==> config.mk <==
export PLATFORM = sky130hd
export DESIGN_NAME = plic_top
export DESIGN_NICKNAME = d
export VERILOG_FILES = /design/src/plic_pkg.sv /design/src/plic_reg_if.sv /design/src/plic_top.sv /design/src/plic_mdio.sv /design/src/plic_led.sv
export VERILOG_INCLUDE_DIRS = /design/src
export SDC_FILE = /design/constraint.sdc
export NUM_CORES = 1
export LEC_CHECK = 0
export BUFFER_PORTS_ARGS = -buffer_cell sky130_fd_sc_hd__buf_2
export CORE_AREA = 2 2 106 108
export CTS_CLUSTER_DIAMETER = 40
export DETAILED_ROUTE_END_ITERATION = 6
export DIE_AREA = 0 0 108 110
export HOLD_SLACK_MARGIN = 0.05
export PLACE_DENSITY = 0.72
export SYNTH_ARGS = -nofsm -noshare
export SYNTH_HDL_FRONTEND = slang
export SYNTH_SLANG_ARGS = --single-unit
==> constraint.sdc <==
create_clock -name mclk_i -period 3.46 [get_ports mclk_i]
set_clock_uncertainty 0.15 [all_clocks]
set_input_delay 0.346 -clock mclk_i [delete_from_list [all_inputs] [get_ports mclk_i]]
set_output_delay 0.346 -clock mclk_i [all_outputs]
set_load 0.1 [all_outputs]
==> src/plic_consts.svh <==
`ifndef PLIC_CONSTS_SVH
`define PLIC_CONSTS_SVH

// management register addresses
`define PLIC_LED_SEL_ADDR 5'h14
`define PLIC_RXERR_CNT_ADDR 5'h15
`define PLIC_IRQ_CTRL_ADDR 5'h16
`define PLIC_IRQ_FLAG_ADDR 5'h17

// reset values
`define PLIC_LED_SEL_RST 16'h3fe9
`define PLIC_RXERR_CNT_RST 16'h0000
`define PLIC_IRQ_CTRL_RST 16'h0000
`define PLIC_IRQ_FLAG_RST 11'h000

// interrupt control field positions
`define PLIC_IRQ_OE_BIT 15
`define PLIC_IRQ_RDCLR_BIT 14
`define PLIC_IRQ_POL_BIT 13
`define PLIC_IRQ_AUTOCLR_BIT 12
`define PLIC_IRQ_REARM_BIT 11
`define PLIC_IRQ_SRC_NUM 11

// indicator selector fields and codes
`define PLIC_SEL0_LSB 0
`define PLIC_SEL1_LSB 3
`define PLIC_SEL_W 3
`define PLIC_LED_LINK 3'h0
`define PLIC_LED_ACT 3'h1
`define PLIC_LED_TXD 3'h2
`define PLIC_LED_RXD 3'h3
`define PLIC_LED_COL 3'h4
`define PLIC_LED_SPEED 3'h5
`define PLIC_LED_FDX 3'h6
`define PLIC_LED_ALT 3'h7

// serial management framing
`define PLIC_MDIO_PRE_BITS 6'h20
`define PLIC_MDIO_HDR_LAST 6'h0c
`define PLIC_MDIO_DATA_LAST 6'h0f
`define PLIC_MDIO_OP_READ 2'h2
`define PLIC_MDIO_OP_WRITE 2'h1
`define PLIC_PHY_ADDR_DEF 5'h01

`endif

==> src/plic_pkg.sv <==
package plic_pkg;

  // serial management frame walker
  typedef enum logic [2:0] {
    MDIO_PREAMBLE,
    MDIO_HEADER,
    MDIO_TURN,
    MDIO_WDATA,
    MDIO_RDATA
  } plic_mdio_state_type;

  typedef logic [15:0] plic_reg_word_type;

endpackage

==> src/plic_reg_if.sv <==
`timescale 1ns/10ps
interface plic_reg_if;
  logic [4:0] addr;
  plic_pkg::plic_reg_word_type wdata;
  plic_pkg::plic_reg_word_type rdata;
  logic wr;
  logic rd;

  modport master (output addr, output wdata, output wr, output rd, input rdata);
  modport slave (input addr, input wdata, input wr, input rd, output rdata);
endinterface

==> src/plic_top.sv <==
`timescale 1ns/10ps
`include "plic_consts.svh"
module plic_top #(
  parameter logic [4:0] PHY_ADDR = `PLIC_PHY_ADDR_DEF
) (
  input wire logic mclk_i, // 100 MHz system clock
  input wire logic srst_i, // sync reset, active high
  input wire logic mdc_i, // management clock pin
  input wire logic mdio_i, // management data in
  output logic mdio_o, // management data out
  output logic mdio_oe_n_o, // low while driving data
  input wire logic [10:0] evt_cond_i, // event condition levels
  input wire logic rx_err_i, // receive error pulse
  input wire logic rmii_mode_i, // reduced-pin mode active
  input wire logic [6:0] led_status_i, // link, act, tx, rx, col, speed, fdx
  input wire logic link_stat_i, // link status level
  output logic led0_o, // first indicator
  output logic led1_o, // second indicator
  output logic int_o, // interrupt pin level
  output logic int_oe_n_o // low while driving interrupt
);
  plic_reg_if bus ();

  plic_pkg::plic_reg_word_type led_sel_q;
  plic_pkg::plic_reg_word_type rxerr_cnt_q;
  plic_pkg::plic_reg_word_type irq_ctrl_q;
  logic [10:0] flags_q;
  logic [10:0] cond_q;
  logic [10:0] flag_set;
  logic [10:0] irq_en;
  logic wr_led, wr_cnt, wr_ctrl, wr_flag, rd_flag;
  logic irq_oe, irq_rdclr, irq_pol, irq_autoclr, irq_rearm;
  logic irq_active;

  ////////////////////////////////////////////////////////////////////
  // serial management slave
  // one strobe per frame at most, so a read and a write never meet
  plic_mdio #(
    .PHY_ADDR(PHY_ADDR)
  ) u_mdio (
    .mclk_i(mclk_i),
    .srst_i(srst_i),
    .mdc_i(mdc_i),
    .mdio_i(mdio_i),
    .mdio_o(mdio_o),
    .mdio_oe_n_o(mdio_oe_n_o),
    .bus(bus)
  );

  ////////////////////////////////////////////////////////////////////
  // address decode
  assign wr_led = bus.wr && (bus.addr == `PLIC_LED_SEL_ADDR);
  assign wr_cnt = bus.wr && (bus.addr == `PLIC_RXERR_CNT_ADDR);
  assign wr_ctrl = bus.wr && (bus.addr == `PLIC_IRQ_CTRL_ADDR);
  assign wr_flag = bus.wr && (bus.addr == `PLIC_IRQ_FLAG_ADDR);
  assign rd_flag = bus.rd && (bus.addr == `PLIC_IRQ_FLAG_ADDR);

  assign irq_oe = irq_ctrl_q[`PLIC_IRQ_OE_BIT];
  assign irq_rdclr = irq_ctrl_q[`PLIC_IRQ_RDCLR_BIT];
  assign irq_pol = irq_ctrl_q[`PLIC_IRQ_POL_BIT];
  assign irq_autoclr = irq_ctrl_q[`PLIC_IRQ_AUTOCLR_BIT];
  assign irq_rearm = irq_ctrl_q[`PLIC_IRQ_REARM_BIT];
  assign irq_en = irq_ctrl_q[`PLIC_IRQ_SRC_NUM-1:0];

  // the flag word is only eleven bits wide; its upper bits read as zero
  // read mux; unmapped addresses read as zero
  always_comb begin
    unique case (bus.addr)
      `PLIC_LED_SEL_ADDR: bus.rdata = led_sel_q;
      `PLIC_RXERR_CNT_ADDR: bus.rdata = rxerr_cnt_q;
      `PLIC_IRQ_CTRL_ADDR: bus.rdata = irq_ctrl_q;
      `PLIC_IRQ_FLAG_ADDR: bus.rdata = {5'h00, flags_q};
      default: bus.rdata = 16'h0000;
    endcase
  end

  ////////////////////////////////////////////////////////////////////
  // indicator selectors; reserved upper bits are plain storage
  always_ff @(posedge mclk_i) begin
    if (srst_i) begin
      led_sel_q <= `PLIC_LED_SEL_RST;
    end else if (wr_led) begin
      led_sel_q <= bus.wdata;
    end
  end

  plic_led #(
    .TOP_IS_LINK(1'b1)
  ) u_led0 (
    .mclk_i(mclk_i),
    .srst_i(srst_i),
    .sel_i(led_sel_q[`PLIC_SEL0_LSB +: `PLIC_SEL_W]),
    .status_i(led_status_i),
    .link_stat_i(link_stat_i),
    .led_o(led0_o)
  );

  plic_led #(
    .TOP_IS_LINK(1'b0)
  ) u_led1 (
    .mclk_i(mclk_i),
    .srst_i(srst_i),
    .sel_i(led_sel_q[`PLIC_SEL1_LSB +: `PLIC_SEL_W]),
    .status_i(led_status_i),
    .link_stat_i(link_stat_i),
    .led_o(led1_o)
  );

  ////////////////////////////////////////////////////////////////////
  // receive error count
  // a write in the same cycle as an error wins; the count wraps, it does not saturate
  always_ff @(posedge mclk_i) begin
    if (srst_i) begin
      rxerr_cnt_q <= `PLIC_RXERR_CNT_RST;
    end else if (wr_cnt) begin
      rxerr_cnt_q <= bus.wdata;
    end else if (rx_err_i && rmii_mode_i) begin
      rxerr_cnt_q <= rxerr_cnt_q + 16'h0001;
    end
  end

  ////////////////////////////////////////////////////////////////////
  // interrupt control
  always_ff @(posedge mclk_i) begin
    if (srst_i) begin
      irq_ctrl_q <= `PLIC_IRQ_CTRL_RST;
    end else if (wr_ctrl) begin
      irq_ctrl_q <= bus.wdata;
    end
  end

  // previous condition level, for rising-edge capture
  always_ff @(posedge mclk_i) begin
    if (srst_i) begin
      cond_q <= 11'h000;
    end else begin
      cond_q <= evt_cond_i;
    end
  end

  // flags record the arrival of a condition, so a cleared flag stays
  // cleared while the condition lingers
  assign flag_set = evt_cond_i & ~cond_q;

  ////////////////////////////////////////////////////////////////////
  // event flags
  // every clear path is overridden by a new arrival in the same cycle
  always_ff @(posedge mclk_i) begin
    if (srst_i) begin
      flags_q <= `PLIC_IRQ_FLAG_RST;
    end else begin
      flags_q <= flag_set | (flags_q & ~flag_clr(flags_q, evt_cond_i, bus.wdata[10:0]));
    end
  end

  // combined clear mask for the three clear policies
  function automatic logic [10:0] flag_clr(input logic [10:0] flg, input logic [10:0] cnd,
                                           input logic [10:0] wd);
    logic [10:0] m;
    m = 11'h000;
    if (rd_flag && irq_rdclr) m = m | flg;
    if (irq_autoclr) m = m | ~cnd;
    if (wr_flag) m = m | (irq_rearm ? (wd & ~cnd) : wd);
    return m;
  endfunction

  ////////////////////////////////////////////////////////////////////
  // enabled flag drives pin
  assign irq_active = |(flags_q & irq_en);

  // registered so the pin never glitches while flags and enables settle
  // pin register; inactive level is held even when released
  always_ff @(posedge mclk_i) begin
    if (srst_i) begin
      int_o <= 1'b1;
      int_oe_n_o <= 1'b1;
    end else begin
      int_oe_n_o <= ~irq_oe;
      int_o <= (irq_active && irq_oe) ? irq_pol : ~irq_pol;
    end
  end
endmodule // plic_top

==> src/plic_mdio.sv <==
`timescale 1ns/10ps
`include "plic_consts.svh"
module plic_mdio #(
  parameter logic [4:0] PHY_ADDR = `PLIC_PHY_ADDR_DEF
) (
  input wire logic mclk_i, // system clock
  input wire logic srst_i, // sync reset
  input wire logic mdc_i, // management clock pin
  input wire logic mdio_i, // management data pin in
  output logic mdio_o, // management data pin out
  output logic mdio_oe_n_o, // low while driving
  plic_reg_if.master bus // register access
);
  logic [2:0] mdc_s_q;
  logic [1:0] dio_s_q;
  plic_pkg::plic_mdio_state_type st_q;
  logic [5:0] cnt_q;
  logic [15:0] sh_q;
  logic is_rd_q;
  logic [4:0] addr_q;
  logic mdc_rise, bit_in, hdr_done, hdr_ok;
  logic [12:0] hdr;

  ////////////////////////////////////////////////////////////////////
  // pin synchronisers; data takes the second stage, the clock edge detect compares the second and third
  always_ff @(posedge mclk_i) begin
    if (srst_i) begin
      mdc_s_q <= 3'h0;
      dio_s_q <= 2'h3;
    end else begin
      mdc_s_q <= {mdc_s_q[1:0], mdc_i};
      dio_s_q <= {dio_s_q[0], mdio_i};
    end
  end

  assign mdc_rise = mdc_s_q[1] & ~mdc_s_q[2];
  assign bit_in = dio_s_q[1];
  assign hdr = {sh_q[11:0], bit_in};
  assign hdr_done = mdc_rise && (st_q == plic_pkg::MDIO_HEADER) && (cnt_q == `PLIC_MDIO_HDR_LAST);
  assign hdr_ok = hdr[12] && (hdr[9:5] == PHY_ADDR);

  // strobes are single system cycles; read data is captured in the same cycle
  assign bus.rd = hdr_done && hdr_ok && (hdr[11:10] == `PLIC_MDIO_OP_READ);
  assign bus.wr = mdc_rise && (st_q == plic_pkg::MDIO_WDATA) && (cnt_q == `PLIC_MDIO_DATA_LAST);
  assign bus.addr = (st_q == plic_pkg::MDIO_HEADER) ? hdr[4:0] : addr_q;
  assign bus.wdata = {sh_q[14:0], bit_in};

  ////////////////////////////////////////////////////////////////////
  // frame walker, advanced on each rising management clock
  always_ff @(posedge mclk_i) begin
    if (srst_i) begin
      st_q <= plic_pkg::MDIO_PREAMBLE;
      cnt_q <= 6'h00;
      sh_q <= 16'h0000;
      is_rd_q <= 1'b0;
      addr_q <= 5'h00;
      mdio_o <= 1'b1;
      mdio_oe_n_o <= 1'b1;
    end else if (mdc_rise) begin
      unique case (st_q)
        plic_pkg::MDIO_PREAMBLE: begin
          if (bit_in) begin
            if (cnt_q != `PLIC_MDIO_PRE_BITS) cnt_q <= cnt_q + 6'h01;
          end else if (cnt_q == `PLIC_MDIO_PRE_BITS) begin
            st_q <= plic_pkg::MDIO_HEADER;
            cnt_q <= 6'h00;
          end else begin
            cnt_q <= 6'h00;
          end
        end
        plic_pkg::MDIO_HEADER: begin
          sh_q <= {sh_q[14:0], bit_in};
          cnt_q <= cnt_q + 6'h01;
          if (hdr_done) begin
            cnt_q <= 6'h00;
            addr_q <= hdr[4:0];
            is_rd_q <= bus.rd;
            sh_q <= bus.rdata;
            // other addresses and bad opcodes wait for the next preamble
            if (bus.rd || (hdr_ok && hdr[11:10] == `PLIC_MDIO_OP_WRITE)) begin
              st_q <= plic_pkg::MDIO_TURN;
            end else begin
              st_q <= plic_pkg::MDIO_PREAMBLE;
            end
          end
        end
        plic_pkg::MDIO_TURN: begin
          cnt_q <= cnt_q + 6'h01;
          if (cnt_q == 6'h00) begin
            // first turnaround bit: on a read take the line, drive zero
            mdio_o <= 1'b0;
            mdio_oe_n_o <= ~is_rd_q;
          end else begin
            cnt_q <= 6'h00;
            st_q <= is_rd_q ? plic_pkg::MDIO_RDATA : plic_pkg::MDIO_WDATA;
            mdio_o <= is_rd_q ? sh_q[15] : 1'b1;
            if (is_rd_q) sh_q <= {sh_q[14:0], 1'b0};
          end
        end
        plic_pkg::MDIO_WDATA: begin
          sh_q <= {sh_q[14:0], bit_in};
          cnt_q <= cnt_q + 6'h01;
          if (cnt_q == `PLIC_MDIO_DATA_LAST) begin
            st_q <= plic_pkg::MDIO_PREAMBLE;
            cnt_q <= 6'h00;
          end
        end
        plic_pkg::MDIO_RDATA: begin
          cnt_q <= cnt_q + 6'h01;
          mdio_o <= sh_q[15];
          sh_q <= {sh_q[14:0], 1'b0};
          if (cnt_q == `PLIC_MDIO_DATA_LAST) begin
            st_q <= plic_pkg::MDIO_PREAMBLE;
            cnt_q <= 6'h00;
            mdio_o <= 1'b1;
            mdio_oe_n_o <= 1'b1;
          end
        end
        default: st_q <= plic_pkg::MDIO_PREAMBLE;
      endcase
    end
  end
endmodule // plic_mdio

==> src/plic_led.sv <==
`timescale 1ns/10ps
`include "plic_consts.svh"
module plic_led #(
  parameter bit TOP_IS_LINK = 1'b0
) (
  input wire logic mclk_i, // system clock
  input wire logic srst_i, // sync reset
  input wire logic [2:0] sel_i, // indicator code
  input wire logic [6:0] status_i, // link, act, tx, rx, col, speed, fdx
  input wire logic link_stat_i, // link status for the top code
  output logic led_o // indicator, high = lit
);
  ////////////////////////////////////////////////////////////////////
  // shared code map
  always_ff @(posedge mclk_i) begin
    if (srst_i) begin
      led_o <= 1'b0;
    end else if (sel_i == `PLIC_LED_ALT) begin
      led_o <= TOP_IS_LINK ? link_stat_i : 1'b0;
    end else begin
      led_o <= status_i[sel_i];
    end
  end
endmodule // plic_led

After elaboration in Yosys (flattened, before gate mapping)
Index checks and enable logic that the tools add are counted.
- add/sub/neg operators: 2
- mux-type cells: 42
- equal/unequal tests: 26
- reductions and logical operators: 32
- $lt $le $gt $ge: 2
- bitwise logic cells: 15
- operators with widths (cell ; count):
    16-bit one-hot mux with 4 select lines ; 2
    16-bit 2-to-1 mux ; 5
    11-bit 2-to-1 mux ; 7
    11-bit bitwise AND ; 4
    11-bit NOT ; 3
    11-bit OR ; 3
    6-bit 2-to-1 mux ; 5
    6-bit one-hot mux with 4 select lines ; 1
    5-bit equality test, second input constant ; 4
    3-bit 2-to-1 mux ; 6
    16-bit by 1-bit adder with 16-bit output, second input constant ; 1
    1-bit logical AND ; 16
    6-bit by 4-bit equality test with 1-bit output, second input constant ; 2
    2-bit by 1-bit != test with 1-bit output, second input constant ; 6
    3-bit one-hot mux with 4 select lines ; 1
    11-bit OR reduction ; 1
    3-bit equality test, second input constant ; 3
    1-bit 2-to-1 mux ; 9
    3-bit by 4-bit < comparator with 1-bit output, second input constant ; 2
    4-bit AND reduction ; 2
    4-bit nonzero test ; 2
    6-bit by 1-bit adder with 6-bit output, second input constant ; 1
    1-bit binary-select mux with 3-bit select ; 2
    3-bit by 2-bit equality test with 1-bit output, second input constant ; 2
    other kinds (21) ; 29
- bits in registers: 112
- output and inout bits: 6
- input bits: 25

Logic depth before layout (Yosys ltp)
Gate-level depths: netlist of run 1.
- depth in word-level cells: 19
- depth in mapped cells: 9
- gate-level depth less buffers: 7

Cells and area by module
Synthesis of run 1 repeated with hierarchy kept, for this count alone.
- cell total of the unflattened synthesis: 662
- area total of the unflattened synthesis: 5769.3 µm²
- by module, submodules not included (module ; cells an instance ; area each (µm²) ; times used ; sequential area each (µm²)):
    plic_top ; 393 ; 3344.5 ; 1 ; 1441.4
    plic_mdio ; 253 ; 2252.2 ; 1 ; 760.7
    plic_led (u_led0) ; 9 ; 93.8 ; 1 ; 20.0
    plic_led (u_led1) ; 7 ; 78.8 ; 1 ; 20.0

Least setup slack after synthesis of run 1
OpenSTA, ideal clock, no wires.
- path kind: register to register
- start: register u_mdio.cnt_q[0]
- end: register u_mdio.sh_q[14]
- slack: 1236 ps
- data arrival time: 1936 ps
- setup time: 138 ps
- buffers on the path: 1
- cell stages (with the launch flop): 9
- path through: dfxtp_1 -> inv_1 -> ha_1 -> nor3b_1 -> nand3_1 -> clkbuf_1 -> a32o_1 -> a221oi_1 -> a211oi_1
- longest elaborated chain between the ends: 4
- elaborated cells on any way between the ends: 7
- RTL lines (what ; line ; RTL):
    start, declared ; plic_mdio.sv:17 ; logic [5:0] cnt_q;
    start signal, assigned ; plic_mdio.sv:63 ; if (cnt_q != `PLIC_MDIO_PRE_BITS) cnt_q <= cnt_q + 6'h01;
    start signal, assigned ; plic_mdio.sv:73 ; cnt_q <= cnt_q + 6'h01;
    start signal, assigned ; plic_mdio.sv:88 ; cnt_q <= cnt_q + 6'h01;
    6-bit by 4-bit equality test with 1-bit output (no line) ; n/a ;
    1-bit logical AND ; plic_mdio.sv:39 ; assign hdr_done = mdc_rise && (st_q == plic_pkg::MDIO_HEADER) && (cnt_q == `PLIC_MDIO_HDR_LAST);
    16-bit 2-to-1 mux ; plic_mdio.sv:74 ; if (hdr_done) begin
    16-bit one-hot mux with 4 select lines ; plic_mdio.sv:60 ; unique case (st_q)
    end signal, assigned ; plic_mdio.sv:72 ; sh_q <= {sh_q[14:0], bit_in};
    end signal, assigned ; plic_mdio.sv:78 ; sh_q <= bus.rdata;
    end signal, assigned ; plic_mdio.sv:97 ; if (is_rd_q) sh_q <= {sh_q[14:0], 1'b0};
    end, declared ; plic_mdio.sv:18 ; logic [15:0] sh_q;
Parallel ways exist; a longest one is shown, timed or not.
A chain may end at the register's enable or synchronous reset.

Final worst setup path of run 1
- start: register u_mdio.st_q[2]
- end: register led_sel_q[5]
- longest elaborated chain between the ends: 4
- elaborated cells on any way between the ends: 7
- RTL lines (what ; line ; RTL):
    start, declared ; plic_mdio.sv:16 ; plic_pkg::plic_mdio_state_type st_q;
    start signal, assigned ; plic_mdio.sv:52 ; st_q <= plic_pkg::MDIO_PREAMBLE;
    start signal, assigned ; plic_mdio.sv:65 ; st_q <= plic_pkg::MDIO_HEADER;
    start signal, assigned ; plic_mdio.sv:81 ; st_q <= plic_pkg::MDIO_TURN;
    3-bit by 1-bit equality test with 1-bit output or 3-bit by 2-bit equality test with 1-bit output (tied branches) ; plic_mdio.sv:45, plic_mdio.sv:44 ;
    5-bit 2-to-1 mux or 1-bit logical AND (tied branches) ; plic_mdio.sv:45, plic_mdio.sv:44 ;
    5-bit equality test or 1-bit logical AND (tied branches) ; n/a ;
    1-bit logical AND (*) ; plic_top.sv:52 ; assign wr_led = bus.wr && (bus.addr == `PLIC_LED_SEL_ADDR);
    end signal, assigned ; plic_top.sv:81 ; led_sel_q <= `PLIC_LED_SEL_RST;
    end signal, assigned ; plic_top.sv:83 ; led_sel_q <= bus.wdata;
    end, declared ; plic_top.sv:24 ; plic_pkg::plic_reg_word_type led_sel_q;
Every way passes the cells marked *; elsewhere a longest branch is shown, timed or not.

==> results of run 1 <==
-- what timing repair did --
| action | 4_1_cts | 5_1_grt |
|---|---|---|
| gates resized for setup | 0 | 0 |
| hold buffers | 5 | 0 |
| hold endpoints to repair | 5 | 0 |
| setup endpoints to repair | 0 | 0 |
-- cell usage after synthesis (3+ instances only) --
cell / count
a211oi_1: 19
a21o_1: 3
a21oi_1: 17
a221oi_1: 6
a311oi_1: 3
a31oi_1: 16
a32o_1: 5
and3_1: 5
buf_2: 7
buf_6: 3
clkbuf_1: 35
dfxtp_1: 112
ha_1: 3
inv_1: 7
mux2_2: 3
mux2i_1: 45
mux4_2: 3
nand2_1: 84
nand2b_1: 28
nand3_1: 48
nand3b_1: 4
nand4_1: 7
nand4b_1: 3
nor2_1: 69
nor2b_1: 21
nor3_1: 6
nor3b_1: 6
nor4_1: 5
o2111a_1: 10
o2111ai_1: 12
o21ai_0: 35
or2_2: 3
xnor2_1: 7
xor2_1: 10
-- worst min path at each step --
stage	start	end	slack [ns]	depth (start not counted)
final	evt_cond_i[7]	cond_q[7]	0.05	2
after global routing	evt_cond_i[1]	cond_q[1]	0.07	2
after CTS	evt_cond_i[7]	cond_q[7]	0.05	2
after detailed placement	u_mdio.dio_s_q[0]	u_mdio.dio_s_q[1]	0.25	1
after global placement	u_mdio.dio_s_q[0]	u_mdio.dio_s_q[1]	0.25	1
after floorplan	irq_ctrl_q[15]	int_oe_n_o	0.23	1
-- stage by stage --
| step | cells | utilization [%] | cell area (um^2) | hold WS [ns] |
|---|---|---|---|---|
| 2_1_floorplan | 688 | - | 5820 | 0.234 |
| 3_3_place_gp | 825 | 56.5 | 6040 | 0.248 |
| 3_5_place_dp | 825 | 56.5 | 6040 | 0.250 |
| 4_1_cts | 846 | 59.0 | 6310 | 0.0505 |
| 5_1_grt | 846 | 59.0 | 6310 | 0.0677 |
| 6_report | 846 | 59.0 | 6310 | 0.0516 |
-- placed cells by master, fill, tap and decap left out, drive strengths merged, types with 7 or more instances in the layout --
cell,instances
mux2i,45
nand2,84
nand4,7
a31oi,16
xor2,10
o2111a,10
o21ai,37
nor2b,21
nor3b,7
nor3,8
nand2b,28
inv,9
xnor2,7
nor2,69
a211oi,19
clkbuf,12
buf,44
o2111ai,12
dfxtp,112
a21oi,17
nand3,48
-- power breakdown --
part / total [W] / switching, W / internal, W / leakage, nW
sequential: 0.00133 / 0.0000159 / 0.00131 / 0.911
clock: 0.000881 / 0.000450 / 0.000431 / 0.107
combinational: 0.000127 / 0.0000772 / 0.0000497 / 1.34
total: 0.00234 / 0.000543 / 0.00179 / 2.36
-- layout make-up --
cell class	instances	area (um^2)
clock buffer	12	145
clock inverter	4	76.3
fill	1009	4380
inverter	8	30.0
multi-input combinational	521	3340
sequential	112	2240
tap	140	175
timing repair buffer	49	305
-- sequential cells by signal, indices dropped and copies added, names as in the netlist --
signal,cells
flags_q,11
rxerr_cnt_q,16
u_mdio.mdc_s_q,3
u_mdio.mdio_oe_n_o,1
u_mdio.cnt_q,6
int_oe_n_o,1
led_sel_q,16
u_mdio.st_q,3
irq_ctrl_q,16
u_mdio.sh_q,16
u_mdio.addr_q,5
u_led1.led_o,1
u_mdio.mdio_o,1
u_mdio.dio_s_q,2
int_o,1
u_mdio.is_rd_q,1
u_led0.led_o,1
cond_q,11
-- routing by layer --
metal  global-route usage [%]  vias up  wire length, um
li1                         -     2520                -
met1                     34.0     2523             6700
met2                     46.9      136             7570
met3                     4.47       28              634
met4                     10.5        0              317
met5                        0        -                0
-- cell families (layout without fill, tap and decap cells) --
kind of cell,after synthesis,count (layout)
AO/OA/AOI/OAI,145,145
AND/OR/NAND/NOR,305,305
buffers and inverters,55,73
XOR/XNOR,17,17
flip-flops,112,112
adder cells (fa/ha/maj),3,3
multiplexers,51,51
==> results.py, run 1 <==
metrics = {
    "status": {
        "status": "finished clean",
    },
    "timing": {
        "max_freq_mhz": 354,
        "final-setup-viol-count": 0,
        "fin_tns_setup_ns": 0,
        "final-hold-violation-count": 0,
        "worst_pin_slew_ns": 1.14,
        "fin_crit_sh_pct": 81.7,
        "relSlewSlack_pct": 23.0,
        "period_minus_slack_ns": 2.83,
        "rsz0062_at_grt": "no",
        "slew_viol_final": 0,
        "fin_ws_ns": 0.633,
    },
    "synthesis": {
        "synthAdderAreaFrac_pct": 0.645,
        "synth_top_family_by_area": "simple AND/OR/NAND/NOR gates",
        "synthSimpleGateAreaFrac_pct": 26.6,
        "ys.flop_type": "dfxtp_1",
        "synthTopCellsByArea": "dfxtp_1 (39%), mux2i_1 (7.7%), nand2_1 (5.4%), nor2_1 (4.5%), nand3_1 (4.1%)",
        "async_flop_share_pct": 0,
        "synth.mux.area_fraction_pct": 9.48,
        "ys_seq_area_share_pct": 38.5,
        "synth_cell_type_count": 64,
        "postSynthAreaPerCell_um2": 8.46,
        "synth_compound_area_share_pct": 17.9,
        "ys_ff_latch": 112,
        "syn_nets": 716,
        "synth_area_um2": 5820,
        "synth-xor-area-share_pct": 2.56,
        "synth-edff-count": 0,
        "synth_cells": 688,
        "yosysTopAreaCellShare_pct": 38.5,
        "ys_warn_count": 0,
        "yosysTopAreaCell": "dfxtp_1",
    },
    "global_route": {
        "grt_pass1_vias": 4939,
        "grt_pass1_wl_mm": 25.0,
        "antenna_found_initial": 0,
        "grt_usage_pct": 27.1,
        "grt_max_degree": 47,
        "gr-total-overflow": 0,
    },
    "critical_path": {
        "cpLargestDelayFamily": "simple AND/OR/NAND/NOR gates",
        "reg2reg_to": "led_sel_q[5]",
        "crit_arrival_ns": 2.96,
        "critPathBufInv": 1,
        "path_depth": 6,
        "rrSetupSlack_ns": 0.63,
        "cp_cell_sequence": "nor3b_2, nor4_1, o21ai_2, buf_4, mux2i_1, nand2b_1",
        "cp-start-kind": "flop",
        "critPathLaunch": "u_mdio.st_q[2]",
        "crit_required_ns": 3.59,
        "path_class": "reg -> reg",
        "endpoint_kind": "flop",
        "critPathCapture": "led_sel_q[5]",
        "worstPathMaxFanout": 17,
        "worstReg2RegStart": "u_mdio.st_q[2]",
        "crit_slowest_cell": "nor4_1",
        "cpPeakStageDelay_ns": 0.97,
        "r2r_cells": 6,
    },
    "clocking": {
        "numCtsBuffers": 9,
        "cts_setup_buffers": 0,
        "path_clk_slew_ns": 0.10,
        "worst_skew_pair.late_latency_ns": 0.40,
        "clock_sinks": 112,
        "clock-root-buffer": "clkbuf_8",
        "cts_tree": "built",
        "clk_path_buf_depth": 2,
        "htreeDepth": 3,
    },
    "drt": {
        "drc": 0,
        "vias": 5207,
        "antenna_left": 0,
        "drt-vias-per-instance": 6.15,
        "initialDrtViolationCount": 377,
        "wl_per_cell_um": 18.0,
        "drt_wl_total_mm": 15.2,
        "drt-pass1-iter-count": 6,
    },
    "floorplan": {
        "die_x_um": 108,
        "num_rows": 38,
        "io_pins": 31,
        "fp.coreArea_um2": 10700,
        "dieHeight_um": 110,
        "start_util_pct": 54.4,
        "design.die.area_um2": 11900,
    },
    "flow_run": {
        "maxCapViolations": 0,
    },
    "power_and_ir_drop": {
        "ir_drop_mv": 0.276,
        "power_density_nw_per_um2": 370,
        "power.leakage_nw": 2.36,
        "power.total_w": 0.00234,
    },
    "placement": {
        "gp_congestion": 0.915,
        "hpwlAfterDp_mm": 10.7,
        "portBuffers": 30,
        "dpl_worst_slack_ns": 0.739,
    },
    "layout": {
        "final_nets": 729,
        "drive_above_1_share_pct": 10.9,
        "area_growth_pct": 8.49,
        "antenna_cells": 0,
    },
    "min_path": {
        "min-delay-path-class": "in -> reg",
    },
}
(Power assumes the default switching activity.)
==> inputs of run 2 (changes only) <==
--- a/config.mk
+++ b/config.mk
@@ -6,13 +6,14 @@
 export SDC_FILE = /design/constraint.sdc
 export NUM_CORES = 1
 export LEC_CHECK = 0
+export ABC_AREA = 1
 export BUFFER_PORTS_ARGS = -buffer_cell sky130_fd_sc_hd__buf_2
 export CORE_AREA = 2 2 106 108
 export CTS_CLUSTER_DIAMETER = 40
 export DETAILED_ROUTE_END_ITERATION = 6
 export DIE_AREA = 0 0 108 110
 export HOLD_SLACK_MARGIN = 0.05
-export PLACE_DENSITY = 0.72
+export PLACE_DENSITY = 0.74
 export SYNTH_ARGS = -nofsm -noshare
 export SYNTH_HDL_FRONTEND = slang
 export SYNTH_SLANG_ARGS = --single-unit
==> constraint.sdc (replaced) <==
create_clock -name mclk_i -period 2.44 [get_ports mclk_i]
set_clock_uncertainty 0.15 [all_clocks]
set_input_delay 0.244 -clock mclk_i [delete_from_list [all_inputs] [get_ports mclk_i]]
set_output_delay 0.244 -clock mclk_i [all_outputs]
set_load 0.1 [all_outputs]
==> run 2 against run 1 <==
Effect of this change:
- worst setup slack worse by 0.41 ns
- flip-flop and latch count unchanged
- non-clock buffer count grew 16
- sequential power increased by 42%
- fmax increased by 28%
- wire length up 5.3%
- count of clock-buffer cells in the layout fell by 3
- die area is the same
- via count up 11%
- final cell count grew 19%
- first-iteration DRC count rose by 42%
- area after synthesis decreased by 0.73%
==> results.py, run 2 <==
metrics = {
    "timing": {
        "fin_tns_setup_ns": 0,
        "worst_pin_slew_ns": 0.649,
        "period_minus_slack_ns": 2.22,
        "final-setup-viol-count": 0,
        "relSlewSlack_pct": 56.7,
        "max_freq_mhz": 451,
        "final-hold-violation-count": 0,
        "rsz0062_at_grt": "no",
        "slew_viol_final": 0,
        "fin_crit_sh_pct": 90.8,
    },
    "power_and_ir_drop": {
        "p_clk_share_pct": 35.3,
        "power.share.switching_pct": 24.8,
        "power.leakage_nw": 2.71,
        "p_int_w": 0.00241,
        "power.share.combinational_pct": 5.7,
        "ir_drop_mv": 0.484,
        "power_density_nw_per_um2": 499,
        "p_switching_w": 0.000793,
        "seq_power_share_pct": 59.0,
    },
    "clocking": {
        "numCtsBuffers": 9,
        "cts_tree": "built",
        "clock_sinks": 112,
        "clk_path_buf_depth": 2,
        "htreeDepth": 3,
        "cts_setup_buffers": 0,
        "path_clk_slew_ns": 0.11,
        "clock-root-buffer": "clkbuf_8",
        "worst_skew_pair.late_latency_ns": 0.39,
    },
    "floorplan": {
        "dieHeight_um": 110,
        "num_rows": 38,
        "fp.coreArea_um2": 10700,
        "start_util_pct": 54.0,
        "design.die.area_um2": 11900,
        "die_x_um": 108,
        "io_pins": 31,
    },
    "layout": {
        "antenna_cells": 0,
        "drive_above_1_share_pct": 12.1,
        "fillers": 976,
        "final_cell_mix": "nand2_1 (177), dfxtp_1 (112), a21oi_1 (90)",
        "area_growth_pct": 11.1,
        "final_nets": 892,
        "final_common_cell": "nand2_1",
        "fin_area_um2": 6420,
    },
    "placement": {
        "portBuffers": 30,
        "place_area_um2": 6080,
        "hpwlAfterDp_mm": 11.4,
        "gp_congestion": 0.914,
    },
    "drt": {
        "wl_per_cell_um": 15.9,
        "initialDrtViolationCount": 536,
        "antenna_left": 0,
        "drt-pass1-iter-count": 5,
        "vias": 5759,
        "drc": 0,
        "drt-vias-per-instance": 5.71,
        "drt_wl_total_mm": 16.0,
    },
    "synthesis": {
        "syn_nets": 855,
        "yosysTopAreaCell": "dfxtp_1",
        "ys_warn_count": 0,
        "synth_cell_type_count": 40,
        "synthTopCellsByCount": "nand2_1 (177), dfxtp_1 (112), a21oi_1 (90)",
        "async_flop_share_pct": 0,
        "ys_ff_latch": 112,
        "synthTopCellsByArea": "dfxtp_1 (39%), nand2_1 (12%), a21oi_1 (7.8%), nand3_1 (6.4%), o21ai_0 (5.4%)",
        "ys_seq_area_share_pct": 38.8,
        "synth_area_um2": 5780,
        "synth-edff-count": 0,
        "postSynthAreaPerCell_um2": 6.99,
        "ys.flop_type": "dfxtp_1",
        "yosysTopAreaCellShare_pct": 38.8,
        "yosysMostFrequentCell": "nand2_1",
        "synth_cells": 827,
    },
    "global_route": {
        "grt_pass1_wl_mm": 26.4,
        "grt_max_degree": 58,
        "grt_pass1_vias": 5450,
        "antenna_found_initial": 0,
        "gr-total-overflow": 0,
        "grt_usage_pct": 28.5,
    },
    "flow_run": {
        "maxCapViolations": 0,
    },
    "critical_path": {
        "reg2reg_to": "u_mdio.sh_q[1]",
        "crit_required_ns": 2.62,
        "endpoint_kind": "flop",
        "rrSetupSlack_ns": 0.22,
        "r2r_cells": 8,
        "critPathCapture": "u_mdio.sh_q[1]",
        "critPathLaunch": "u_mdio.st_q[0]",
        "path_class": "reg -> reg",
        "worstPathMaxFanout": 14,
        "crit_arrival_ns": 2.39,
        "worstReg2RegStart": "u_mdio.st_q[0]",
        "cp-start-kind": "flop",
    },
    "min_path": {
        "holdPathStages": 3,
        "min-delay-path-class": "in -> reg",
        "hold_path.startpoint": "led_status_i[2]",
    },
    "status": {
        "status": "finished clean",
    },
}
==> run 2: metrics by stage <==
stage	total power, W	hold slack, ns	util [%]	instances	worst slack (ns)
final	0.00320	0.0623	60.0	1009	0.224
after global routing	0.00332	0.103	60.0	1009	0.0413
after CTS	0.00322	0.0519	60.0	1009	0.174
after detailed placement	0.00210	0.247	56.8	979	0.196
after global placement	0.00209	0.241	56.8	979	0.260
after floorplan	0.00203	0.198	-	827	0.497
==> run 2: worst min-delay path by stage <==
| stage | end |
|---|---|
| after floorplan | u_mdio.dio_s_q[0] |
| after global placement | u_mdio.dio_s_q[1] |
| after detailed placement | u_mdio.mdc_s_q[1] |
| after CTS | u_led1.led_o |
| after global routing | u_led0.led_o |
| final | u_led1.led_o |
==> run 2: power by group through the flow <==
| stage | combinational [W] | sequential (W) | clock [W] |
|---|---|---|---|
| 2_1_floorplan | 0.0000985 | 0.00193 | 0 |
| 3_3_place_gp | 0.000158 | 0.00193 | 0 |
| 3_5_place_dp | 0.000165 | 0.00193 | 0 |
| 4_1_cts | 0.000183 | 0.00189 | 0.00115 |
| 5_1_grt | 0.000207 | 0.00189 | 0.00122 |
| 6_report | 0.000184 | 0.00189 | 0.00113 |
==> run 2: logic make-up (layout without fill, tap and decap cells) <==
logic type,Yosys count,in the layout,share of synthesized area [%]
compound gates,203,203,20.3
xor+xnor,13,13,1.97
fa+ha+maj,3,3,0.650
buf+inv,122,164,8.73
flops,112,112,38.8
simple gates,374,374,29.5
==> run 2: layer usage <==
metal / global-route usage (%) / wire (um)
met1: 38.0 / 7030
met4: 9.62 / 293
met2: 45.9 / 7280
met5: 0 / 0
met3: 6.64 / 1430
==> run 2: layout make-up <==
cell class / instances / area, um^2 / share of cell area [%]
clock buffers: 9 / 124 / 1.93
clock inverters: 7 / 70.1 / 1.09
repair buffers: 65 / 460 / 7.17
multi-input cells: 593 / 3040 / 47.3
well taps: 140 / 175 / 2.73
inverters: 83 / 312 / 4.85
flip-flops and latches: 112 / 2240 / 34.9
==> run 2: worst max-delay path: stages (launching register included) <==
cell,delay [ns]
dfxtp_1,0.57
nand2_4,0.14
nand2_1,0.09
nand2_2,0.22
nor2_1,0.48
nand3_1,0.19
nand3_1,0.11
o21bai_1,0.06
a21oi_1,0.14
==> run 2: what timing repair did <==
action                                  CTS  global route
hold buffers                             14             0
endpoints found under the setup margin    0             6
endpoints found under the hold margin    25             0
gates resized for setup                   0             1
==> inputs of run 3 (changes only) <==
--- a/config.mk
+++ b/config.mk
@@ -8,12 +8,12 @@
 export LEC_CHECK = 0
 export ABC_AREA = 1
 export BUFFER_PORTS_ARGS = -buffer_cell sky130_fd_sc_hd__buf_2
-export CORE_AREA = 2 2 106 108
+export CORE_AREA = 2 2 101 113
 export CTS_CLUSTER_DIAMETER = 40
 export DETAILED_ROUTE_END_ITERATION = 6
-export DIE_AREA = 0 0 108 110
+export DIE_AREA = 0 0 103 115
 export HOLD_SLACK_MARGIN = 0.05
-export PLACE_DENSITY = 0.74
+export PLACE_DENSITY = 0.75
 export SYNTH_ARGS = -nofsm -noshare
 export SYNTH_HDL_FRONTEND = slang
 export SYNTH_SLANG_ARGS = --single-unit
==> constraint.sdc (replaced) <==
create_clock -name mclk_i -period 2.44 [get_ports mclk_i]
set_clock_uncertainty 0.15 [all_clocks]
set_input_delay 0.122 -clock mclk_i [delete_from_list [all_inputs] [get_ports mclk_i]]
set_output_delay 0.122 -clock mclk_i [all_outputs]
set_load 0.1 [all_outputs]
==> run 3 against run 2 <==
Effect of this change:
- sequential share of layout area shrank 0.73 points
- via count grew 0.21%
- power up 9.2%
- global-route usage fell by 0.21 points
- worst setup slack improved by 0.015 ns
- wire length is 1.0% lower
- fmax grew 0.69%
- flip-flop and latch count is the same
- combinational power up 3%
- critical path depth up 4
- clock power is 26% higher
- register-to-register slack gained 0.02 ns
- critical path type unchanged
- critical endpoint is now rxerr_cnt_q[11]
- largest cell class unchanged
- largest power group unchanged
==> results.py, run 3 (same netlist as run 2, synthesis figures left out) <==
metrics = {
    "status": {
        "status": "finished clean",
    },
    "placement": {
        "place_inst": 987,
        "gp_congestion": 0.937,
        "place_area_um2": 6100,
        "portBuffers": 30,
        "hpwlAfterDp_mm": 11.2,
    },
    "global_route": {
        "grt_usage_pct": 28.3,
        "antenna_found_initial": 0,
        "grt_use_met3_pct": 5.35,
        "top_usage_layer": "met2",
        "grt_max_degree": 45,
        "grtUsageMet2_pct": 43.8,
        "grt_pass1_vias": 5379,
        "gr-total-overflow": 0,
        "grt_pass1_wl_mm": 26.4,
        "gr-usage-met1_pct": 38.3,
    },
    "timing": {
        "final-setup-viol-count": 0,
        "slew_viol_final": 0,
        "rsz0062_at_grt": "yes",
        "fin_tns_setup_ns": 0,
        "fin_crit_sh_pct": 90.2,
        "period_minus_slack_ns": 2.20,
        "worst_pin_slew_ns": 0.620,
        "final-hold-violation-count": 0,
        "max_freq_mhz": 454,
        "relSlewSlack_pct": 58.6,
    },
    "critical_path": {
        "crit_path_frequent_cell": "nand2_1",
        "r2r_cells": 12,
        "path_class": "reg -> reg",
        "reg2reg_to": "rxerr_cnt_q[11]",
        "worstReg2RegStart": "u_mdio.cnt_q[0]",
        "cpLargestDelayFamily": "simple AND/OR/NAND/NOR gates",
        "crit_arrival_ns": 2.31,
        "endpoint_kind": "flop",
        "cp_cell_sequence": "ha_1, nand2_1, nor2_1, nand2_1, nor3_4, inv_2, nor2_4, nor2_1, nand2_1, nand3_1, nand2_1, inv_1",
        "worstPathMaxFanout": 7,
        "critPathBufInv": 2,
        "crit_slowest_cell": "dfxtp_1",
        "crit_required_ns": 2.55,
        "cp-start-kind": "flop",
        "rrSetupSlack_ns": 0.24,
        "cpPeakStageDelay_ns": 0.38,
    },
    "drt": {
        "drt-pass1-iter-count": 5,
        "antenna_left": 0,
        "initialDrtViolationCount": 495,
        "vias": 5771,
        "wl_per_cell_um": 15.6,
        "drc": 0,
        "drt-vias-per-instance": 5.66,
        "drt_wl_total_mm": 15.9,
    },
    "clocking": {
        "clk_path_buf_depth": 2,
        "cts_tree": "built",
        "path_clk_slew_ns": 0.07,
        "numCtsBuffers": 9,
        "clock-root-buffer": "clkbuf_16",
        "worst_skew_pair.late_latency_ns": 0.36,
        "htreeDepth": 3,
        "clock_sinks": 112,
    },
    "floorplan": {
        "start_util_pct": 53.9,
        "die_x_um": 103,
        "num_rows": 40,
        "design.die.area_um2": 11800,
        "dieHeight_um": 115,
        "io_pins": 31,
        "fp.coreArea_um2": 10700,
    },
    "layout": {
        "final_common_cell": "nand2_1",
        "antenna_cells": 0,
        "fillers": 999,
        "fin_util_pct": 61.2,
        "drive_above_1_share_pct": 12.2,
        "final_nets": 895,
        "instances_no_fill": 1019,
        "final_cell_mix": "nand2_1 (177), dfxtp_1 (111), a21oi_1 (90)",
        "fin_area_um2": 6560,
        "area_growth_pct": 13.5,
    },
    "min_path": {
        "whs_endpoint": "u_led0.led_o",
        "min-delay-path-class": "in -> reg",
        "hold_path.startpoint": "led_status_i[4]",
        "holdPathStages": 5,
    },
    "power_and_ir_drop": {
        "power_density_nw_per_um2": 533,
        "ir_drop_mv": 0.455,
        "power.leakage_nw": 2.78,
    },
    "flow_run": {
        "maxCapViolations": 0,
    },
}
[run 3: cell types whose count changed in the layout (fill, tap and decap cells not counted), moves of 2 or more]
cell | before | now
clkbuf_8 | 9 | 1
clkinv_2 | 3 | 1
clkbuf_16 | 0 | 9
dlygate4sd3_1 | 14 | 16
[run 3: how the worst max path moves through the flow]
| stage | slack, ns | endpoint | startpoint | cells past startpoint |
|---|---|---|---|---|
| floorplan | 0.50 | led_sel_q[13] | u_mdio.cnt_q[0] | 11 |
| global placement | 0.14 | rxerr_cnt_q[11] | u_mdio.cnt_q[0] | 12 |
| detailed placement | 0.09 | rxerr_cnt_q[11] | u_mdio.cnt_q[0] | 12 |
| CTS | 0.07 | rxerr_cnt_q[11] | u_mdio.cnt_q[0] | 12 |
| global route | 0.02 | rxerr_cnt_q[1] | u_mdio.cnt_q[0] | 12 |
| finish | 0.24 | rxerr_cnt_q[11] | u_mdio.cnt_q[0] | 12 |
[run 3: through the flow]
step	worst slack (ns)	power, W	hold slack, ns
floorplan	0.497	0.00203	0.0758
global placement	0.141	0.00209	0.154
detailed placement	0.0879	0.00210	0.166
CTS	0.0708	0.00351	0.0624
global route	0.0219	0.00361	0.103
finish	0.239	0.00350	0.0619
[run 3: what timing repair did]
action | CTS | global route
hold endpoints to repair | 26 | 0
gates resized for setup | 0 | 5
hold buffers | 16 | 0
setup buffers | 0 | 0
setup endpoints to repair | 0 | 36
[run 3: cell type report]
type | instances | area, um^2 | area share (%)
clock buffers | 11 | 243 | 3.70
clock inverters | 5 | 38.8 | 0.591
inverters | 83 | 312 | 4.75
multi-input cells | 593 | 3050 | 46.5
flip-flops and latches | 112 | 2240 | 34.2
well taps | 147 | 184 | 2.80
repair buffers | 68 | 492 | 7.50
[run 3: routing by layer]
metal / share of wire, % / routed length (um)
met3: 7.8 / 1230
met1: 44 / 6940
met2: 46 / 7240
met4: 2.9 / 461
met5: 0 / 0
[run 3: report_power, final]
group / total, W / internal (W) / switching (W)
Clock: 0.00142 / 0.000729 / 0.000691
Sequential: 0.00189 / 0.00186 / 0.0000258
Combinational: 0.000189 / 0.0000756 / 0.000114
Total: 0.00350 / 0.00267 / 0.000830
[run 3: worst register-to-register path, stage by stage, from the launching register on]
cell	delay [ns]
dfxtp_1	0.38
ha_1	0.19
nand2_1	0.08
nor2_1	0.14
nand2_1	0.16
nor3_4	0.22
inv_2	0.13
nor2_4	0.22
nor2_1	0.18
nand2_1	0.11
nand3_1	0.06
nand2_1	0.06
inv_1	0.03
